==> src/pressure_switch_pkg.sv <==
package pressure_switch_pkg;

	// Clock and the 10 ms time base everything slow is counted in
	localparam int unsigned CLK_HZ          = 25_000_000;
	localparam int unsigned TICK_MS         = 10;
	localparam int unsigned TICK_CYC_DEF    = CLK_HZ / 1000 * TICK_MS;
	localparam int unsigned TICK_W          = 24;

	// Mode timing, figures in ms, counts in ticks
	localparam int unsigned LAMP_TEST_MS    = 1000;
	localparam int unsigned LONG_PRESS_MS   = 5000;
	localparam int unsigned EDIT_TIMEOUT_MS = 60000;
	localparam int unsigned DELAY_MAX_MS    = 65000;
	localparam int unsigned TIMER_W         = 13;
	localparam logic [TIMER_W-1:0] LAMP_TICKS    = TIMER_W'(LAMP_TEST_MS / TICK_MS);
	localparam logic [TIMER_W-1:0] LONG_TICKS    = TIMER_W'(LONG_PRESS_MS / TICK_MS);
	localparam logic [TIMER_W-1:0] TIMEOUT_TICKS = TIMER_W'(EDIT_TIMEOUT_MS / TICK_MS);

	// Parameter values: pressure in 0.01 % of range, delays in 0.01 s
	localparam int unsigned PAR_W = 16;
	localparam int unsigned NPAR  = 19;
	localparam logic [PAR_W-1:0] RANGE_FULL = 16'h2710;
	localparam logic [PAR_W-1:0] NOMINAL    = RANGE_FULL;
	localparam logic [PAR_W-1:0] PCT_STEP   = 16'h0019;
	localparam logic [PAR_W-1:0] TEN_PCT    = 16'h03E8;
	localparam logic [PAR_W-1:0] DELAY_MAX  = PAR_W'(DELAY_MAX_MS / TICK_MS);
	localparam logic [PAR_W-1:0] PASS_NONE  = 16'h0000;
	localparam logic [PAR_W-1:0] FUNC_MASK  = 16'h0003;
	localparam logic [PAR_W-1:0] POL_MASK   = 16'h0001;

	// Parameter slots
	localparam logic [4:0] PAR_SP1  = 5'h00;
	localparam logic [4:0] PAR_WU1  = 5'h02;
	localparam logic [4:0] PAR_RP1  = 5'h04;
	localparam logic [4:0] PAR_WL1  = 5'h06;
	localparam logic [4:0] PAR_LOW_OFS = 5'h04;
	localparam logic [4:0] PAR_SD1  = 5'h08;
	localparam logic [4:0] PAR_RD1  = 5'h0A;
	localparam logic [4:0] PAR_FN1  = 5'h0C;
	localparam logic [4:0] PAR_POL1 = 5'h0E;
	localparam logic [4:0] PAR_AST  = 5'h10;
	localparam logic [4:0] PAR_AEN  = 5'h11;
	localparam logic [4:0] PAR_PASS = 5'h12;

	// Output function encoding
	localparam logic [1:0] FUNC_HNO = 2'h0;
	localparam logic [1:0] FUNC_HNC = 2'h1;
	localparam logic [1:0] FUNC_WNO = 2'h2;
	localparam logic [1:0] FUNC_WNC = 2'h3;
	localparam int unsigned FUNC_NC_BIT  = 0;
	localparam int unsigned FUNC_WIN_BIT = 1;

	// APB register map (byte addresses)
	localparam logic [7:0] REG_CTRL       = 8'h00;
	localparam logic [7:0] REG_STATUS     = 8'h04;
	localparam logic [7:0] REG_PASS_TRY   = 8'h08;
	localparam logic [7:0] REG_EDIT_SEL   = 8'h0C;
	localparam logic [7:0] REG_EDIT_VAL   = 8'h10;
	localparam logic [7:0] REG_PARAM_BASE = 8'h40;
	localparam int unsigned CTRL_RESTORE  = 0;
	localparam int unsigned CTRL_ZERO     = 1;

	typedef logic [NPAR-1:0][PAR_W-1:0] par_arr_type;

	typedef enum logic [2:0] {
		MODE_LAMP,
		MODE_DISPLAY,
		MODE_PASSWORD,
		MODE_PROGRAM,
		MODE_EDIT
	} mode_type;

	// Settings one switching output needs
	typedef struct packed {
		logic [PAR_W-1:0] switch_point;
		logic [PAR_W-1:0] reset_point;
		logic [PAR_W-1:0] window_upper_limit;
		logic [PAR_W-1:0] window_lower_limit;
		logic [PAR_W-1:0] switch_delay;
		logic [PAR_W-1:0] release_delay;
		logic [1:0]       output_function_select;
		logic             output_drive_polarity;
	} chan_cfg_type;

	function automatic par_arr_type par_defaults();
		par_arr_type p;
		p = '0;
		for (int i = 0; i < 2; i++) begin
			p[PAR_SP1 + 5'(i)] = NOMINAL;
			p[PAR_WU1 + 5'(i)] = NOMINAL;
			p[PAR_RP1 + 5'(i)] = NOMINAL - TEN_PCT;
			p[PAR_WL1 + 5'(i)] = NOMINAL - TEN_PCT;
			p[PAR_FN1 + 5'(i)] = {14'h0000, FUNC_HNO};
		end
		p[PAR_AEN] = RANGE_FULL;
		return p;
	endfunction

endpackage

==> src/pressure_switch_ctrl.sv <==
// Overview of operation
// - After reset all indicator segments light for one second, then display mode.
// - Hysteresis outputs start inactive when pressure lies inside the hysteresis band.
// - Settings key held continuously five seconds requests programming mode.
// - Non-zero password must be entered; match programs, mismatch returns to display.
// - Sixty seconds without keys while editing returns to display, value unchanged.
// - Detail and settings keys together leave programming for display mode.
// - Switch point held per output, limited 0.25 to 100 percent, default nominal.
// - Upper window limit per output, limited 0.25 to 100 percent, default nominal.
// - Reset point limited zero to switch point minus 0.25 percent, default nominal-10.
// - Lower window limit zero to upper minus 0.25 percent, default nominal minus 10.
// - Output asserts after switch condition persists for switch delay, 0 to 65 s.
// - Output deasserts after reset condition persists for release delay, 0 to 65 s.
// - Four output functions: hysteresis or window, open or closed; default open hysteresis.
// - Output drive polarity high side or low side, default high side.
// - Confirmed factory restore returns every parameter to its default value.
// - Analog scale start and end stored, default start and end of range.
// - Zero offset correction only accepted in programming mode.
// - Hysteresis: active from switch point rising until reset point falling.
// - Window: active between lower and upper limits, inactive outside.
module pressure_switch_ctrl
	import pressure_switch_pkg::*;
#(
	parameter int unsigned TICK_CYC = TICK_CYC_DEF
)
(
	input  wire logic             ref_clk,
	input  wire logic             arst_n,
	input  wire logic [PAR_W-1:0] pressure_in,
	input  wire logic             settings_key,
	input  wire logic             detail_key,
	input  wire logic             confirm_key,
	input  wire logic             psel,
	input  wire logic             penable,
	input  wire logic             pwrite,
	input  wire logic [7:0]       paddr,
	input  wire logic [31:0]      pwdata,
	output logic [31:0]           prdata,
	output logic                  pready,
	output logic                  pslverr,
	output logic                  lamp_test_on,
	output logic [2:0]            mode_code,
	output logic [1:0]            switch_active,
	output logic [1:0]            switch_out,
	output logic [PAR_W-1:0]      pressure_comp,
	output logic [PAR_W-1:0]      analog_scale_start,
	output logic [PAR_W-1:0]      analog_scale_end
);

	localparam int unsigned KEY_SET = 0;
	localparam int unsigned KEY_DET = 1;
	localparam int unsigned KEY_CNF = 2;
	localparam int unsigned NKEY    = 3;

	typedef struct packed {
		mode_type                    mode;
		logic [TICK_W-1:0]           tick_cnt;
		logic [TIMER_W-1:0]          timer;
		logic                        start;
		logic                        pw_fail;
		logic [NKEY-1:0][2:0]        key_sync;
		logic [NKEY-1:0]             key_q;
		logic                        cnf_prev;
		logic [4:0]                  edit_sel;
		logic [PAR_W-1:0]            edit_val;
		par_arr_type                 par;
		logic [PAR_W-1:0]            offset;
		logic [31:0]                 prdata;
	} ctrl_state_type;

	ctrl_state_type q, d;
	logic [NKEY-1:0] key_pin;
	logic            tick;
	logic            wr;
	logic            both_keys;
	logic            any_key;
	logic            cnf_rise;
	logic            long_hold;
	logic            pass_match;
	logic            par_hit;
	logic            addr_ok;
	logic [7:0]      par_ofs;
	logic [4:0]      par_idx;
	logic [1:0]      chan_active;
	logic [1:0]      chan_level;

	// Clamp an edited value and keep dependent limits consistent
	function automatic par_arr_type commit_par(par_arr_type p, logic [4:0] idx,
			logic [PAR_W-1:0] v);
		par_arr_type r;
		logic [PAR_W-1:0] hi;
		logic [4:0] low;
		r   = p;
		hi  = '0;
		low = idx + PAR_LOW_OFS;
		if (idx < PAR_RP1) begin
			// Switch point or upper window limit
			hi = v < PCT_STEP ? PCT_STEP : (v > RANGE_FULL ? RANGE_FULL : v);
			r[idx] = hi;
			if (p[low] > hi - PCT_STEP) begin
				r[low] = hi - PCT_STEP;
			end
		end else if (idx < PAR_SD1) begin
			// Reset point or lower window limit below its partner
			hi = p[idx - PAR_LOW_OFS] - PCT_STEP;
			r[idx] = v > hi ? hi : v;
		end else if (idx < PAR_FN1) begin
			r[idx] = v > DELAY_MAX ? DELAY_MAX : v;
		end else if (idx < PAR_POL1) begin
			r[idx] = v & FUNC_MASK;
		end else if (idx < PAR_AST) begin
			r[idx] = v & POL_MASK;
		end else if (idx < PAR_PASS) begin
			r[idx] = v > RANGE_FULL ? RANGE_FULL : v;
		end else begin
			r[idx] = v;
		end
		return r;
	endfunction

	assign key_pin = {confirm_key, detail_key, settings_key};

	// Decode shared by next state, bus answer and checks
	always_comb begin
		tick       = q.tick_cnt == TICK_W'(TICK_CYC - 1);
		wr         = psel && penable && pwrite;
		both_keys  = q.key_q[KEY_SET] && q.key_q[KEY_DET];
		any_key    = |q.key_q;
		cnf_rise   = q.key_q[KEY_CNF] && !q.cnf_prev;
		long_hold  = q.key_q[KEY_SET] && !q.key_q[KEY_DET];
		pass_match = pwdata[PAR_W-1:0] == q.par[PAR_PASS];
		par_ofs    = paddr - REG_PARAM_BASE;
		par_idx    = par_ofs[6:2];
		par_hit    = paddr >= REG_PARAM_BASE && par_ofs[7:2] < 6'(NPAR) && paddr[1:0] == 2'h0;
		addr_ok    = par_hit || paddr == REG_CTRL || paddr == REG_STATUS
			|| paddr == REG_PASS_TRY || paddr == REG_EDIT_SEL || paddr == REG_EDIT_VAL;
	end

	// Offset is subtracted with a floor at zero
	assign pressure_comp = pressure_in > q.offset ? pressure_in - q.offset : '0;

	always_comb begin
		d          = q;
		d.start    = 1'b0;
		d.cnf_prev = q.key_q[KEY_CNF];
		d.tick_cnt = tick ? '0 : q.tick_cnt + 1'b1;

		// Keys: three stages, a change counts once the last two agree
		for (int k = 0; k < NKEY; k++) begin
			d.key_sync[k] = {q.key_sync[k][1:0], key_pin[k]};
			if (q.key_sync[k][1] == q.key_sync[k][2]) begin
				d.key_q[k] = q.key_sync[k][2];
			end
		end

		// Read data captured in the setup phase, so it comes from flops
		if (psel && !penable) begin
			d.prdata = '0;
			if (paddr == REG_STATUS) begin
				d.prdata = {23'h000000, q.pw_fail, chan_active, q.key_q, q.mode};
			end else if (paddr == REG_EDIT_SEL) begin
				d.prdata = 32'(q.edit_sel);
			end else if (paddr == REG_EDIT_VAL) begin
				d.prdata = 32'(q.edit_val);
			end else if (par_hit && par_idx != PAR_PASS) begin
				// Password does not read back from its slot; REG_EDIT_VAL shows it once selected
				d.prdata = 32'(q.par[par_idx]);
			end
		end

		case (q.mode)
			MODE_LAMP: begin
				if (q.timer == LAMP_TICKS) begin
					d.mode  = MODE_DISPLAY;
					d.timer = '0;
					d.start = 1'b1;
				end else if (tick) begin
					d.timer = q.timer + 1'b1;
				end
			end
			MODE_DISPLAY: begin
				if (!long_hold) begin
					d.timer = '0; // Any release restarts the hold
				end else if (q.timer == LONG_TICKS) begin
					d.timer   = '0;
					d.pw_fail = 1'b0;
					// Password demanded only when one is set
					d.mode = q.par[PAR_PASS] == PASS_NONE ? MODE_PROGRAM : MODE_PASSWORD;
				end else if (tick) begin
					d.timer = q.timer + 1'b1;
				end
			end
			MODE_PASSWORD: begin
				if (wr && paddr == REG_PASS_TRY) begin
					d.mode    = pass_match ? MODE_PROGRAM : MODE_DISPLAY;
					d.pw_fail = !pass_match;
				end
			end
			MODE_PROGRAM: begin
				if (both_keys) begin
					d.mode = MODE_DISPLAY;
				end else if (wr && paddr == REG_EDIT_SEL && pwdata[4:0] < 5'(NPAR)) begin
					d.mode     = MODE_EDIT;
					d.edit_sel = pwdata[4:0];
					d.edit_val = q.par[pwdata[4:0]];
					d.timer    = '0;
				end else if (wr && paddr == REG_CTRL) begin
					if (pwdata[CTRL_RESTORE]) begin
						d.par = par_defaults();
					end else if (pwdata[CTRL_ZERO]) begin
						d.offset = pressure_in;
					end
				end
			end
			MODE_EDIT: begin
				if (wr && paddr == REG_EDIT_VAL) begin
					d.edit_val = pwdata[PAR_W-1:0];
				end
				if (both_keys) begin
					d.mode = MODE_DISPLAY;
				end else if (cnf_rise) begin
					d.par  = commit_par(q.par, q.edit_sel, q.edit_val);
					d.mode = MODE_PROGRAM;
				end else if (any_key) begin
					d.timer = '0;
				end else if (q.timer == TIMEOUT_TICKS) begin
					d.mode = MODE_DISPLAY; // Staged value dropped
				end else if (tick) begin
					d.timer = q.timer + 1'b1;
				end
			end
			default: begin
				d.mode = MODE_DISPLAY;
			end
		endcase
	end

	// Defaults in reset are constants only; parameters start at factory values
	always_ff @(posedge ref_clk or negedge arst_n) begin
		if (!arst_n) begin
			q        <= '0;
			q.mode   <= MODE_LAMP;
			q.par    <= par_defaults();
		end else begin
			q <= d;
		end
	end

	// One switching channel per output
	for (genvar i = 0; i < 2; i++) begin : g_chan
		chan_cfg_type cfg;
		assign cfg.switch_point           = q.par[PAR_SP1 + 5'(i)];
		assign cfg.reset_point            = q.par[PAR_RP1 + 5'(i)];
		assign cfg.window_upper_limit     = q.par[PAR_WU1 + 5'(i)];
		assign cfg.window_lower_limit     = q.par[PAR_WL1 + 5'(i)];
		assign cfg.switch_delay           = q.par[PAR_SD1 + 5'(i)];
		assign cfg.release_delay          = q.par[PAR_RD1 + 5'(i)];
		assign cfg.output_function_select = q.par[PAR_FN1 + 5'(i)][1:0];
		assign cfg.output_drive_polarity  = q.par[PAR_POL1 + 5'(i)][0];
		switch_channel u_chan (
			.ref_clk   (ref_clk),
			.arst_n    (arst_n),
			.pressure  (pressure_comp),
			.cfg       (cfg),
			.tick      (tick),
			.start     (q.start),
			.active    (chan_active[i]),
			.out_level (chan_level[i])
		);
	end

	// Zero-wait APB slave; unmapped addresses answer with an error
	assign prdata             = q.prdata;
	assign pready             = 1'b1;
	assign pslverr            = psel && penable && !addr_ok;
	assign lamp_test_on       = q.mode == MODE_LAMP;
	assign mode_code          = q.mode;
	assign switch_active      = chan_active;
	assign switch_out         = chan_level;
	assign analog_scale_start = q.par[PAR_AST];
	assign analog_scale_end   = q.par[PAR_AEN];
endmodule

==> src/switch_channel.sv <==
module switch_channel
	import pressure_switch_pkg::*;
(
	input  wire logic             ref_clk,
	input  wire logic             arst_n,
	input  wire logic [PAR_W-1:0] pressure,
	input  wire chan_cfg_type     cfg,
	input  wire logic             tick,
	input  wire logic             start,
	output logic                  active,
	output logic                  out_level
);

	typedef struct packed {
		logic             run;
		logic             sw;
		logic [PAR_W-1:0] cnt;
	} chan_state_type;

	chan_state_type q, d;
	logic is_win, is_nc, in_win, in_band, want_set, want_clr, goal;
	logic [PAR_W-1:0] lim;

	// Decide whether the pending change has held long enough
	always_comb begin
		d        = q;
		is_win   = cfg.output_function_select[FUNC_WIN_BIT];
		is_nc    = cfg.output_function_select[FUNC_NC_BIT];
		in_win   = pressure >= cfg.window_lower_limit && pressure <= cfg.window_upper_limit;
		in_band  = pressure > cfg.reset_point && pressure < cfg.switch_point;
		want_set = is_win ? in_win : pressure >= cfg.switch_point;
		want_clr = is_win ? !in_win : pressure <= cfg.reset_point;
		goal     = q.sw ? want_clr : want_set;
		lim      = q.sw ? cfg.release_delay : cfg.switch_delay;
		if (!q.run) begin
			if (start) begin
				d.run = 1'b1;
				// Start inside the band in the inactive sense
				d.sw  = !is_win && in_band && is_nc;
			end
		end else if (!goal) begin
			d.cnt = '0; // Interruption restarts the delay
		end else if (q.cnt >= lim) begin
			d.sw  = !q.sw;
			d.cnt = '0;
		end else if (tick) begin
			d.cnt = q.cnt + 1'b1;
		end
	end

	always_ff @(posedge ref_clk or negedge arst_n) begin
		if (!arst_n) begin
			q <= '0;
		end else begin
			q <= d;
		end
	end

	// Normally closed inverts the sense, low side inverts the pin
	assign active    = q.run && (q.sw ^ is_nc);
	assign out_level = active ^ cfg.output_drive_polarity;
endmodule
==> config.mk <==
export PLATFORM = sky130hd
export DESIGN_NAME = pressure_switch_ctrl
export DESIGN_NICKNAME = d
export VERILOG_FILES = /design/src/pressure_switch_pkg.sv /design/src/pressure_switch_ctrl.sv /design/src/switch_channel.sv
export SDC_FILE = /design/constraint.sdc
export NUM_CORES = 2
export LEC_CHECK = 0
export ABC_AREA = 1
export BUFFER_PORTS_ARGS = -buffer_cell sky130_fd_sc_hd__buf_2
export CAP_MARGIN = 0
export CELL_PAD_IN_SITES_DETAIL_PLACEMENT = 1
export CELL_PAD_IN_SITES_GLOBAL_PLACEMENT = 1
export CORE_ASPECT_RATIO = 1.1
export CORE_MARGIN = 5
export CORE_UTILIZATION = 30
export DETAILED_ROUTE_END_ITERATION = 16
export PLACE_DENSITY = 0.6
export SLEW_MARGIN = 10
export SYNTH_ARGS = -nofsm -noshare
export SYNTH_HDL_FRONTEND = slang
export SYNTH_HIERARCHICAL = 1
export SYNTH_SLANG_ARGS = --single-unit
==> constraint.sdc <==
create_clock -name ref_clk -period 10.6 [get_ports ref_clk]
set_clock_uncertainty 0.2 [all_clocks]
set_input_delay 3.18 -clock ref_clk [delete_from_list [all_inputs] [get_ports ref_clk]]
set_output_delay 3.18 -clock ref_clk [all_outputs]
set_load 0.005 [all_outputs]
== Word-level counts from Yosys, hierarchy flattened ==
Cells that the tools add are included.

* Flip-flop bits (word level): 464
* Bits of input ports: 64
* Output and inout port bits: 90
* Logic and storage cells: 300

* Add/subtract/negate cells: 10
* Order comparisons: 36
* Eq/ne operators: 40
* Multiplexer cells: 102
* Bitwise operators: 7
* Reductions and logical operators: 64

{| class="wikitable"
|+ Operators by type and width
! operator !! count
|-
| 304-bit two-way mux || 10
|-
| 304-bit bitwise mux || 8
|-
| 320-bit two-way mux || 2
|-
| 320-bit one-hot mux with 2 select lines || 1
|-
| 16-bit two-way mux || 27
|-
| 336-bit two-way mux || 1
|-
| 16-bit binary-select mux with 5-bit select || 4
|-
| 16-bit demux with 5-bit select || 2
|-
| 13-bit two-way mux || 10
|-
| 16-bit >= comparator || 6
|-
| 16-bit > comparator || 5
|-
| 16-bit <= comparator || 4
|-
| 13-bit one-hot mux with 4 select lines || 1
|-
| 16-bit by 1-bit adder with 16-bit output, second input constant || 2
|-
| 16-bit < comparator || 2
|-
| 2-bit != test, second input constant || 16
|-
| 16-bit by 5-bit subtractor with 16-bit output, second input constant || 2
|-
| 5-bit by 6-bit < comparator with 1-bit output, second input constant || 5
|-
| 3-bit two-way mux || 10
|-
| 1-bit logical AND || 27
|-
| 24-bit by 1-bit adder with 24-bit output, second input constant || 1
|-
| 24-bit by 18-bit == test with 1-bit output, second input constant || 1
|-
| 24-bit two-way mux || 1
|-
| 1-bit two-way mux || 20
|-
| 48 further kinds || 91
|}

== Depth between registers and ports, before layout ==
* Depth in word-level cells: 14
* Depth in mapped cells: 41
* Depth with buffers taken out: 39

== Cells and area by module ==
Netlist, hierarchy kept.

{| class="wikitable"
|+ Modules (own cells, without submodules)
! module !! times used !! cells an instance !! area an instance (sq um) !! sequential area each (sq um)
|-
| pressure_switch_ctrl || 1 || 6,553 || 39,705.6 || 10,366.2
|-
| switch_channel (g_chan[1].u_chan) || 1 || 515 || 3,498.4 || 450.4
|-
| switch_channel (g_chan[0].u_chan) || 1 || 515 || 3,493.4 || 450.4
|}

== Worst setup path after synthesis ==
No wires, ideal clock.

* Path kind: input port to output port
* From: input pressure_in[0]
* To: output pressure_comp[7]
* Arrival: 5,880 ps
* Setup slack: 1,340 ps
* Stages: 21
* Buffers on the path: 1
* Path through: inv_1 -> ha_1 -> inv_1 -> fa_1 -> nand2_1 -> nand2_1 -> a21oi_1 -> nor2_1 -> o21ai_0 -> nand2_1 -> nand2_1 -> nand2_1 -> a21oi_1 -> o21ai_0 -> nand2_1 -> nand2_1 -> inv_1 -> o221ai_1 -> o41ai_1 -> clkbuf_1 -> nor3_1

* Cells in the longest elaborated chain, start to end: 2

{| class="wikitable"
|+ Ends and longest elaborated chain
! element !! line !! text
|-
| from (decl) || pressure_switch_ctrl.sv:29 || <nowiki>input wire logic [PAR_W-1:0] pressure_in,</nowiki>
|-
| 16-bit subtractor / 16-bit > comparator (equally long branches) || pressure_switch_ctrl.sv:140 || <nowiki>assign pressure_comp = pressure_in > q.offset ? pressure_in - q.offset : '0;</nowiki>
|-
| 16-bit two-way mux (*) || pressure_switch_ctrl.sv:140 ||
|-
| to (decl) || pressure_switch_ctrl.sv:45 || <nowiki>output logic [PAR_W-1:0] pressure_comp,</nowiki>
|}

Every way passes the cells marked *; elsewhere a longest branch is shown, timed or not.

== Final worst setup path ==
* From: input pressure_in[0]
* To: output pressure_comp[5]

Same word-level chain as after synthesis.

==> flow_summary.ini <==
[timing]
relSlewSlack_pct = 10.4
setup_viol = 0
period_needed_ps = 10310
rsz0062_at_grt = yes
fin_crit_sh_pct = 97.3
fmax_mhz = 97.0
max_slew.worst_pin.slew_ps = 1330
fin_tns_setup_ps = 0
drv_slew = 0
setup_slack_ps = 288
final_hold_viol_count = 0

[global_route]
grt_pass1_wl_mm = 448
antenna_found_initial = 24
grt_start_max_net_pins = 128
overflow = 0
grt.total_usage_pct = 38.2
grt_pass1_vias = 56800

[synth]
synth_top_flop_cell = dfrtp_1
synth_edf_count = 0
synth_cell_types = 74
yosys_warnings = 6
synthCells = 7583
seq_area_frac_synth_pct = 24.1
synth_area_sq_mm = 0.0467
synth.avg_cell_area_sq_um = 6.16
ys_ff_latch = 448
ys_async_sr_fraction_pct = 100

[cts]
postCtsSetupBuffers = 0
max-clock-path-buffers = 3
cts_made_buffers = 68
clock_latency_ps = 720
numClockSinks = 448
clk_pin_slew_ps = 50
cts_root_buffer = clkbuf_16
cts_tree = yes
ctsHtreeMaxLevel = 3

[power]
p_switching_mw = 1.55
p_leak_nw = 23.8
p_clk_share_pct = 51.0
comb_power_share_pct = 13.5
seq_power_share_pct = 35.5
p_sw_share_pct = 32.0
total_power_mw = 4.85
ir_drop_mv = 0.109
p_int_mw = 3.30
p_per_area_mw_per_mm2 = 94.0

[placement]
gp_congestion = 1.05
dpl.hpwl_mm = 233
port_buffers = 120
preCtsSetupSlack_ps = 288

[min_path]
hp-class = register to register

[drt]
wl_per_cell_microns = 33.8
routed_wl_mm = 324
firstDrtPassIters = 7
vias = 59600
drt_iter0_markers = 7410
ant_nets = 0
drc = 0
detail_route.vias_per_cell = 6.21

[worst_setup_path]
slowest_stage = nor3b_2
crit_chain = buf_2, inv_1, ha_1, inv_1, fa_1, nand2_1, nand2_1, a21oi_1, nor2_1, o21ai_0, nand2_1, nand2_1, nand2_1, a21oi_1, o21ai_0, nand2_1, nand2_1, inv_1, o221ai_1, o41ai_2, nor3b_2, buf_2
cp_max_fo = 9
cpMostUsedCell = nand2_1
cp_top_family = simple AND/OR/NAND/NOR gates
critPathRequiredTime_ps = 7220
critPathCaptureType = primary output
startpoint_type = input pin
arrival_ps = 6930
worst-path-buf-inv = 5
timing_worst_setup_path_type = input pin to primary output
max_stage_delay_ps = 1070

[floorplanning]
fp.dieH_microns = 424
initial_core_util_pct = 30.3
io_pins = 154
row_count = 151
core_sq_mm = 0.154
die_width_microns = 386
die-area_sq_mm = 0.164

[final_layout]
final_cell_mix = nand2_1, o21ai_0, inv_1
syn_to_final_growth_pct = 10.5
final_nets = 7742
final_common_cell = nand2_1
drive_above_1_share_pct = 9.00

[job]
maxCapViolations = 0

[status]
outcome = finished, final reports clean
==> Yosys cell counts, drive strengths merged (45+ instances only) <==
cell / instances / area, sq um
o211ai: 80 / 601
clkbuf: 336 / 1280
nor2: 516 / 2090
nand4: 96 / 616
o221ai: 50 / 438
dfstp: 45 / 1180
o22ai: 162 / 1010
a22oi: 70 / 526
nor3: 75 / 405
ha: 217 / 2720
nand3: 607 / 3140
a21oi: 511 / 2580
inv: 746 / 2800
buf: 200 / 1230
dfrtp: 403 / 10100
o21ai: 855 / 4280
nand2: 2186 / 8290
==> sequential cells by signal, summed over array words and instances (netlist names) <==
name	cells
analog_scale_end	16
d	7
mode_code	3
g_chan.u_chan/q	36
prdata	16
g_chan.cfg	198
q	156
analog_scale_start	16
==> cell type report <==
type	count	area (sq um)
Fill cell	20000	103000
Multi-Input combinational cell	5849	30300
Sequential cell	448	11300
Inverter	766	2880
Tap cell	2065	2580
Timing Repair Buffer	327	2230
Clock buffer	96	1950
Clock inverter	28	349
Antenna cell	14	35.0
==> power groups by stage <==
| stage | Sequential, mW | Clock (mW) | Combinational [mW] |
|---|---|---|---|
| after floorplan | 1.75 | 0 | 0.297 |
| after global placement | 1.75 | 0 | 0.613 |
| after detailed placement | 1.75 | 0 | 0.625 |
| after CTS | 1.72 | 2.51 | 0.627 |
| after global routing | 1.72 | 2.57 | 0.677 |
| final | 1.72 | 2.47 | 0.654 |
==> per-layer routing <==
layer,up-vias,global-route usage (%),part of all wire (%)
li1,25300,-,-
met1,29600,49.0,39
met2,3713,54.9,41
met3,952,10.3,11
met4,12,27.5,8.8
met5,-,0,0.027
==> kinds of logic (layout without fill, tap and decap cells) <==
logic type | count (synthesis) | count (layout) | synth area share, %
xor+xnor | 53 | 53 | 0.994
fa+ha+maj | 221 | 221 | 5.92
other cells | 2 | 32 | 0.0161
simple gates | 3527 | 3527 | 31.8
mux | 47 | 47 | 1.05
buf+inv | 1302 | 1217 | 11.5
flops | 448 | 448 | 24.1
compound gates | 1983 | 1983 | 24.5
==> through the flow <==
step	util, %	hold WS [ps]	cells	area [sq um]
after detailed placement	31.9	137	9455	49200
after global placement	31.9	136	9455	49200
after global routing	33.4	163	9581	51500
after CTS	33.4	158	9579	51500
after floorplan	-	131	7599	46800
final	33.4	151	9593	51600
==> final timing paths <==
check / startpoint / endpoint / slack (ps) / cells after the start
worst max register to register: q[363] / g_chan[1].cfg[78] / 2210 / 28
worst min register to register: d[381] / d[382] / 150 / 0
worst max-delay path: pressure_in[0] / pressure_comp[5] / 290 / 22
min in group asynchronous: arst_n / g_chan[0].cfg[69] / 2350 / 1
max in group asynchronous: arst_n / g_chan[1].u_chan/q[9] / 6460 / 2
worst min-delay path: d[381] / d[382] / 150 / 0
==> repair_timing <==
| item | in CTS | in global routing |
|---|---|---|
| hold buffers | 0 | 0 |
| setup endpoints to repair | 0 | 2 |
| resized for setup | 0 | 0 |
(Power assumes the default switching activity.)
